### src/core/oeim_params.svh
`ifndef OEIM_PARAMS_SVH
`define OEIM_PARAMS_SVH
`define OEIM_PAT_W 32
`define OEIM_IDX_W 5
`define OEIM_TASK_W 8
`define OEIM_EDGE_W 64
`define OEIM_PAT_RST 32'h0000_0000
`define OEIM_PEND_RST 64'h0000_0000_0000_0000
`define OEIM_TASK_RST 8'h00
`endif

### src/core/oeim_pkg.sv
`include "oeim_params.svh"
package oeim_pkg;
   typedef logic [`OEIM_PAT_W-1:0] oeim_pat_t;
   typedef logic [`OEIM_EDGE_W-1:0] oeim_edge_t;
   typedef logic [`OEIM_TASK_W-1:0] oeim_task_t;
   typedef enum logic [0:0] {
      OEIM_IDLE = 1'b0,
      OEIM_BUSY = 1'b1
   } oeim_state_t;
endpackage : oeim_pkg

### src/core/oeim_pick.sv
`timescale 1ns/1ns
`include "oeim_params.svh"
// Lowest-index pending edge finder; a small priority encoder kept apart.
module oeim_pick (
   input wire logic [`OEIM_EDGE_W-1:0] pend_in,
   output logic found_out,
   output logic [5:0] slot_out
);
   // Scan from the top so the lowest slot wins, giving bit 0 rising first.
   always_comb begin
      found_out = 1'b0;
      slot_out = 6'h00;
      for (int i = `OEIM_EDGE_W - 1; i >= 0; i--) begin
         if (pend_in[i]) begin
            found_out = 1'b1;
            slot_out = 6'(i);
         end
      end
   end
endmodule : oeim_pick

### src/core/oeim_mapper.sv
`timescale 1ns/1ns
`include "oeim_params.svh"
// Turns pattern edges into external interrupt task requests, one at a time.
module oeim_mapper (
   input wire logic clk_sys_in,
   input wire logic sys_rst_in,
   input wire logic [`OEIM_PAT_W-1:0] pattern_in,
   input wire logic [`OEIM_PAT_W-1:0] irq_enable_in,
   input wire logic [`OEIM_TASK_W-1:0] task_base_in,
   input wire logic req_ack_in,
   output logic req_valid_out,
   output logic [`OEIM_TASK_W-1:0] req_task_out,
   output logic overrun_out
);
   oeim_pkg::oeim_pat_t prev_reg;
   oeim_pkg::oeim_edge_t pend_reg;
   oeim_pkg::oeim_edge_t pend_next;
   oeim_pkg::oeim_edge_t new_edges;
   oeim_pkg::oeim_edge_t clr_mask;
   oeim_pkg::oeim_state_t state_reg;
   oeim_pkg::oeim_task_t task_reg;
   logic valid_reg;
   logic overrun_reg;
   logic found;
   logic [5:0] slot;
   wire [`OEIM_PAT_W-1:0] rise_w;
   wire [`OEIM_PAT_W-1:0] fall_w;
   wire take_w;
   wire done_w;

   // Task slot for bit k and edge kind: slot 2k rising, 2k+1 falling.
   function automatic logic [5:0] slot_of(input logic [4:0] k, input logic falling);
      slot_of = {k, falling};
   endfunction : slot_of

   // Task number for a slot; the sum wraps at eight bits, so a high base folds back to zero.
   function automatic logic [7:0] task_of(input logic [7:0] base, input logic [5:0] s);
      task_of = base + {2'b00, s};
   endfunction : task_of

   // Edges come from the unit pattern itself, so pinless bits count too.
   assign rise_w = pattern_in & ~prev_reg & irq_enable_in;
   assign fall_w = ~pattern_in & prev_reg & irq_enable_in;

   // Interleave into 64 slots, one pair per output bit.
   always_comb begin
      new_edges = `OEIM_PEND_RST;
      for (int k = 0; k < `OEIM_PAT_W; k++) begin
         new_edges[slot_of(5'(k), 1'b0)] = rise_w[k];
         new_edges[slot_of(5'(k), 1'b1)] = fall_w[k];
      end
   end

   oeim_pick u_pick (
      .pend_in(pend_reg),
      .found_out(found),
      .slot_out(slot)
   );

   // A new slot is loaded, and leaves the queue, only when idle; the request is retired on ack.
   assign take_w = (state_reg == oeim_pkg::OEIM_IDLE) && found;
   assign done_w = (state_reg == oeim_pkg::OEIM_BUSY) && req_ack_in;
   always_comb begin
      clr_mask = `OEIM_PEND_RST;
      if (take_w) begin
         clr_mask[slot] = 1'b1;
      end
   end
   // A fresh edge in the same cycle as its slot is taken stays queued.
   assign pend_next = (pend_reg & ~clr_mask) | new_edges;

   // Pattern history and queue of pending edges.
   always_ff @(posedge clk_sys_in) begin
      if (sys_rst_in) begin
         prev_reg <= `OEIM_PAT_RST;
         pend_reg <= `OEIM_PEND_RST;
         overrun_reg <= 1'b0;
      end else begin
         prev_reg <= pattern_in;
         pend_reg <= pend_next;
         overrun_reg <= |(pend_reg & ~clr_mask & new_edges);
      end
   end

   // Request handshake: the task holds until the CPU side acknowledges.
   always_ff @(posedge clk_sys_in) begin
      if (sys_rst_in) begin
         state_reg <= oeim_pkg::OEIM_IDLE;
         task_reg <= `OEIM_TASK_RST;
         valid_reg <= 1'b0;
      end else begin
         unique case (state_reg)
            oeim_pkg::OEIM_IDLE: begin
               if (found) begin
                  task_reg <= task_of(task_base_in, slot);
                  valid_reg <= 1'b1;
                  state_reg <= oeim_pkg::OEIM_BUSY;
               end
            end
            oeim_pkg::OEIM_BUSY: begin
               if (done_w) begin
                  valid_reg <= 1'b0;
                  state_reg <= oeim_pkg::OEIM_IDLE;
               end
            end
         endcase
      end
   end

   assign req_valid_out = valid_reg;
   assign req_task_out = task_reg;
   assign overrun_out = overrun_reg;

   // Checks on the edge queue and the request side.
   // A rising slot keeps the parity of the base, since its slot number is even.
   rise_task_a: assert property (@(posedge clk_sys_in) disable iff (sys_rst_in)
      (state_reg == oeim_pkg::OEIM_IDLE && found && !slot[0])
      |=> req_valid_out && (!task_reg[0] == !($past(task_base_in[0]))))
      else $error("rising task number wrong");

   // Every loaded request carries the base plus its slot.
   fall_task_a: assert property (@(posedge clk_sys_in) disable iff (sys_rst_in)
      (take_w)
      |=> req_task_out == $past(task_base_in) + {2'b00, $past(slot)})
      else $error("task number not base plus slot");

   // With nothing enabled no edge may reach the queue.
   enable_gate_a: assert property (@(posedge clk_sys_in) disable iff (sys_rst_in)
      (irq_enable_in == 32'h0000_0000)
      |-> (new_edges == `OEIM_PEND_RST))
      else $error("disabled output made an edge");

   // A rising edge on bit 0 lands in slot 0.
   rise_slot_a: assert property (@(posedge clk_sys_in) disable iff (sys_rst_in)
      (irq_enable_in[0] && pattern_in[0] && !prev_reg[0])
      |=> pend_reg[0])
      else $error("bit 0 rise not queued");

   // The last bit's falling edge uses the last slot.
   top_fall_a: assert property (@(posedge clk_sys_in) disable iff (sys_rst_in)
      (irq_enable_in[31] && !pattern_in[31] && prev_reg[31])
      |=> pend_reg[63] || req_valid_out)
      else $error("bit 31 fall lost");

   // The request stands unchanged until the CPU side takes it.
   hold_task_a: assert property (@(posedge clk_sys_in) disable iff (sys_rst_in)
      (req_valid_out && !req_ack_in)
      |=> req_valid_out && $stable(req_task_out))
      else $error("request dropped before ack");

   // An acknowledged request goes away at once, so it is never served twice.
   ack_drop_a: assert property (@(posedge clk_sys_in) disable iff (sys_rst_in)
      (req_valid_out && req_ack_in)
      |=> !req_valid_out)
      else $error("valid stayed after ack");

   // The history register holds the pattern of the previous clock.
   edge_source_a: assert property (@(posedge clk_sys_in) disable iff (sys_rst_in)
      ##1 (prev_reg == $past(pattern_in)))
      else $error("history not last pattern");

   // A falling edge on bit 0 lands in slot 1, apart from the rising slot.
   fall_slot_a: assert property (@(posedge clk_sys_in) disable iff (sys_rst_in)
      (irq_enable_in[0] && !pattern_in[0] && prev_reg[0])
      |=> pend_reg[1])
      else $error("bit 0 fall not queued");

   // The last bit's rising edge uses the slot below the last.
   top_rise_a: assert property (@(posedge clk_sys_in) disable iff (sys_rst_in)
      (irq_enable_in[31] && pattern_in[31] && !prev_reg[31])
      |=> pend_reg[62])
      else $error("bit 31 rise not queued");

   // A masked bit never fills either of its two slots.
   mask_bit_a: assert property (@(posedge clk_sys_in) disable iff (sys_rst_in)
      (!irq_enable_in[5])
      |-> (new_edges[11:10] == 2'b00))
      else $error("masked bit made an edge");

   // An unchanged pattern makes no edge, whatever the pins do.
   quiet_pattern_a: assert property (@(posedge clk_sys_in) disable iff (sys_rst_in)
      (pattern_in == prev_reg)
      |-> (new_edges == `OEIM_PEND_RST))
      else $error("edge without pattern change");

   // Rising and falling slots of one bit give task numbers of different parity.
   pair_parity_a: assert property (@(posedge clk_sys_in) disable iff (sys_rst_in)
      (take_w)
      |=> req_task_out[0] == ($past(task_base_in[0]) ^ $past(slot[0])))
      else $error("task parity wrong");

   // A queued edge waits until it is served.
   pend_keep_a: assert property (@(posedge clk_sys_in) disable iff (sys_rst_in)
      (pend_reg[0] && !take_w)
      |=> pend_reg[0])
      else $error("queued edge lost");

   // The slot served is the lowest one pending.
   low_first_a: assert property (@(posedge clk_sys_in) disable iff (sys_rst_in)
      (take_w)
      |-> ((pend_reg & ((64'h0000_0000_0000_0001 << slot) - 64'h0000_0000_0000_0001)) == `OEIM_PEND_RST))
      else $error("lower slot skipped");

   // A served slot leaves the queue unless a fresh edge refills it.
   take_clear_a: assert property (@(posedge clk_sys_in) disable iff (sys_rst_in)
      (take_w && !new_edges[slot])
      |=> !pend_reg[$past(slot)])
      else $error("served slot still pending");

   // Idle means no request on the outputs.
   idle_quiet_a: assert property (@(posedge clk_sys_in) disable iff (sys_rst_in)
      (state_reg == oeim_pkg::OEIM_IDLE)
      |-> !req_valid_out)
      else $error("request while idle");

   // Busy means the request is shown.
   busy_valid_a: assert property (@(posedge clk_sys_in) disable iff (sys_rst_in)
      (state_reg == oeim_pkg::OEIM_BUSY)
      |-> req_valid_out)
      else $error("busy without request");

   // Without a pending slot no request is raised.
   no_found_a: assert property (@(posedge clk_sys_in) disable iff (sys_rst_in)
      (state_reg == oeim_pkg::OEIM_IDLE && !found)
      |=> !req_valid_out)
      else $error("request from empty queue");

   // Reset clears the queue, the valid and the overrun outputs; this one runs through reset on purpose.
   rst_clear_a: assert property (@(posedge clk_sys_in)
      $past(sys_rst_in)
      |-> (!req_valid_out && !overrun_out && (pend_reg == `OEIM_PEND_RST)))
      else $error("reset left state behind");

   // No enabled bit means nothing to merge, so no overrun follows.
   quiet_overrun_a: assert property (@(posedge clk_sys_in) disable iff (sys_rst_in)
      (irq_enable_in == 32'h0000_0000)
      |=> !overrun_out)
      else $error("overrun with all bits masked");

   // The last slot maps to base plus sixty-three.
   top_task_a: assert property (@(posedge clk_sys_in) disable iff (sys_rst_in)
      (take_w && slot == 6'h3f)
      |=> req_task_out == $past(task_base_in) + 8'h3f)
      else $error("last task number wrong");
endmodule : oeim_mapper

### config.mk
export PLATFORM = sky130hd
export DESIGN_NAME = oeim_mapper
export DESIGN_NICKNAME = d
export VERILOG_FILES = /design/src/core/oeim_pkg.sv /design/src/core/oeim_pick.sv /design/src/core/oeim_mapper.sv
export VERILOG_INCLUDE_DIRS = /design/src /design/src/core
export SDC_FILE = /design/constraint.sdc
export NUM_CORES = 1
export LEC_CHECK = 0
export ABC_AREA = 1
export BUFFER_PORTS_ARGS = -buffer_cell sky130_fd_sc_hd__buf_2
export CAP_MARGIN = 30
export CORE_UTILIZATION = 48
export DETAILED_ROUTE_END_ITERATION = 12
export MAX_ROUTING_LAYER = met4
export PLACE_DENSITY = 0.72
export SLEW_MARGIN = 25
export SYNTH_ARGS = -nofsm -noshare
export SYNTH_HDL_FRONTEND = slang
export SYNTH_HIERARCHICAL = 1
export SYNTH_SLANG_ARGS = --single-unit
### constraint.sdc
create_clock -name clk_sys_in -period 5.05 [get_ports clk_sys_in]
set_input_delay 0.505 -clock clk_sys_in [delete_from_list [all_inputs] [get_ports clk_sys_in]]
set_output_delay 0.505 -clock clk_sys_in [all_outputs]
set_load 0.05 [all_outputs]
==> impl_metrics.py <==
metrics = {
    "synth": {
        "ys_ff_latch": 107,
        "synthTopCellsByArea": "dfxtp_1 (37%), nand2_1 (17%), nor2_1 (16%), nand3_1 (8.0%), inv_1 (7.5%)",
        "synth.cell_area_sq_um": 5820,
        "synthCells": 976,
        "seq_area_frac_synth_pct": 36.8,
        "synth_top_area_cell": "dfxtp_1",
        "syn_area_per_cell_sq_um": 5.96,
        "ys_types": 28,
        "yosysWarnings": 6,
        "synth_nets": 1058,
        "yosysTopAreaCellShare_pct": 36.8,
    },
    "pwr": {
        "swShare_pct": 32.8,
        "clockPowerShare_pct": 29.1,
        "p_comb_share_pct": 26.9,
        "p_per_area_nw_per_um2": 310,
        "power_mw": 2.14,
        "pwr-share-seq_pct": 44.1,
        "power_leakage_nw": 3.48,
        "ir_worst_vdd_uv": 250,
        "p_sw_mw": 0.703,
        "intPower_mw": 1.44,
    },
    "cts": {
        "h-tree-depth": 3,
        "cts_hold_buffers": 0,
        "cts_made_buffers": 9,
        "tritoncts": "done",
        "worstSkewPairLatency_ps": 360,
        "cts.sinks": 107,
        "cts.clk_slew.worst_paths_ps": 70,
        "clockRootBuffer": "clkbuf_16",
        "cts.path.max_buffers": 2,
    },
    "die": {
        "ios": 85,
        "num_rows": 39,
        "floorplan.initialDensity_pct": 50.1,
        "die_x_um": 112,
        "die_h_um": 112,
        "dieArea_sq_um": 12600,
        "coreArea_sq_um": 11600,
    },
    "finish": {
        "syn2layout_area_growth_pct": 18.9,
        "drive_gt1_share_pct": 14.3,
        "final_cell_mix": "nand2_1 (268), nor2_1 (240), inv_1 (115), dfxtp_1 (105), nand3_1 (88)",
        "diodes": 0,
        "largest_register_ffs": 64,
        "layout_commonest_cell": "nand2_1",
        "nNetsFinal": 1165,
        "seq_area_sq_um": 2140,
        "n_fill_cell": 1177,
        "final_area_sq_um": 6920,
        "multi_input_area_sq_um": 3260,
    },
    "placement": {
        "gp_congestion": 0.886,
        "hpwlAfterDp_um": 11000,
        "place_ws_ps": 68.2,
        "placed_area_sq_um": 6560,
        "port_buffers": 84,
    },
    "grt": {
        "grt_max_degree": 57,
        "grt_pass1_wl_um": 23700,
        "antenna_found_initial": 0,
        "grt_overflow": 0,
        "grt_use_total_pct": 24.3,
        "first_global_vias": 5316,
    },
    "timing": {
        "fin_worst_skew_ps": 7.57,
        "period_needed_ps": 4790,
        "rsz0062_at_grt": "true",
        "layout_setup_ws_ps": 260,
        "maxSlewViolCount": 0,
        "fmax_mhz": 209,
        "hold_viol": 0,
        "slew_headroom_pct": 51.8,
        "worst_slew_pin_slew_ps": 722,
        "min_period_over_period_pct": 94.8,
        "finalSetupViolations": 0,
    },
    "worst_setup_path": {
        "cp_data_arrival_time_ps": 5040,
        "crit_path_max_fanout": 5,
        "crit_family": "simple AND/OR/NAND/NOR gates",
        "crit_path_start_kind": "flop",
        "cp_common_cell": "nand2_1",
        "crit_path_end_kind": "flop",
        "slowest_stage": "dfxtp_1",
        "regToRegEndpoint": "req_task_out[6]$_SDFFE_PP0P_",
        "cp.buffers_inverters": 3,
        "r2r_slack_ps": 260,
        "critPathMaxStageDelay_ps": 380,
        "crit_type": "flop to flop",
        "cp_data_required_time_ps": 5300,
        "r2r_start": "pend_reg[61]$_SDFF_PP0_",
        "r2r_cells": 70,
    },
    "detailed_routing": {
        "drt_drc_violations_left": 4,
        "ant_nets": 0,
        "wl_um": 14300,
        "drtPass1Iterations": 9,
        "wl_per_cell_um": 11.7,
        "drtIter0Drc": 388,
        "vias": 6082,
        "via_per_inst": 4.96,
    },
    "worst_hold_path": {
        "hold_start": "pattern_in[19]",
        "holdPathStages": 3,
        "hold_path_end": "prev_reg[19]$_SDFF_PP0_",
        "hp-class": "input pin to flop",
    },
    "flow_run": {
        "drv_cap": 0,
    },
    "outcome": {
        "status": "complete, but fails checks",
        "violations": "DRC",
    },
}
-- cells in the mapped netlist --
cell / n
inv_2: 2
inv_1: 116
dfxtp_1: 107
xor2_1: 4
fa_1: 1
buf_2: 3
o311ai_0: 1
xnor2_1: 1
o22ai_1: 1
or2_2: 1
nor3_2: 4
o21bai_1: 1
nand3_1: 93
nand2_1: 270
o21ai_0: 12
nor3_1: 3
o211ai_1: 1
nor2_2: 2
a21oi_1: 74
a21oi_2: 1
nand4_1: 2
a211oi_1: 3
nor2_1: 248
a31oi_1: 1
clkbuf_1: 12
ha_1: 6
and2_1: 1
nor4_1: 5
-- power by group through the flow --
stage          registers [mW]  clock network (mW)  logic, mW
4_1_cts                 0.942               0.642      0.545
2_1_floorplan           0.993                   0      0.330
5_1_grt                 0.950               0.672      0.648
6_report                0.943               0.623      0.575
3_5_place_dp            0.960                   0      0.543
3_3_place_gp            0.960                   0      0.535
-- worst min-delay path, delay by kind of cell --
family,cells,cell delay [ps]
AND/OR/NAND/NOR,1,30
buffers and inverters,2,150
-- per-layer routing --
layer | vias up | global-route usage (%) | part of all wire [%]
met5 | - | - | 0
met4 | 0 | 5.51 | 0.91
met3 | 15 | 5.56 | 4.9
met2 | 130 | 40.8 | 47
met1 | 2680 | 29.8 | 47
li1 | 3257 | - | -
-- how the worst max path moves through the flow --
stage	to	slack (ps)	from	cells after the start
6_report	req_task_out[6]$_SDFFE_PP0P_	260	pend_reg[61]$_SDFF_PP0_	70
5_1_grt	overrun_out$_SDFF_PP0_	-440	pend_reg[62]$_SDFF_PP0_	73
4_1_cts	req_task_out[6]$_SDFFE_PP0P_	30	pend_reg[63]$_SDFF_PP0_	70
3_5_place_dp	req_task_out[6]$_SDFFE_PP0P_	70	pend_reg[63]$_SDFF_PP0_	70
3_3_place_gp	req_task_out[6]$_SDFFE_PP0P_	110	pend_reg[63]$_SDFF_PP0_	70
2_1_floorplan	req_task_out[6]$_SDFFE_PP0P_	640	pend_reg[63]$_SDFF_PP0_	70
-- area by class of cell --
class                   instances  share of cell area [%]
clock buffers                  10                    3.46
clock inverters                 1                  0.0724
inverters                     118                    6.40
multi-input cells             737                    47.1
flip-flops and latches        107                    31.0
well taps                     143                    2.59
repair buffers                110                    9.35
-- logic make-up (layout without fill, tap and decap cells) --
family          after synthesis  after routing  synth area share (%)
compound gates               95             96                  8.56
fa+ha+maj                     7              7                  1.64
xor+xnor                      5              5                 0.753
buf+inv                     133            239                  8.65
simple gates                629            629                  43.6
flops                       107            107                  36.8
-- metrics by stage --
step | hold slack (ps) | util, % | TNS, ps | std cells
floorplan | 465 | - | 0 | 976
global placement | 481 | 56.2 | 0 | 1210
detailed placement | 500 | 56.4 | 0 | 1212
CTS | 362 | 58.5 | 0 | 1223
global route | 364 | 59.5 | -1410 | 1226
finish | 372 | 59.5 | 0 | 1226
-- what timing repair did --
item                                    4_1_cts  5_1_grt
buffers inserted                              0        2
endpoints found under the setup margin        0       29
resized for setup                             0       31
Note: power is estimated with default switching activity, not from simulation.
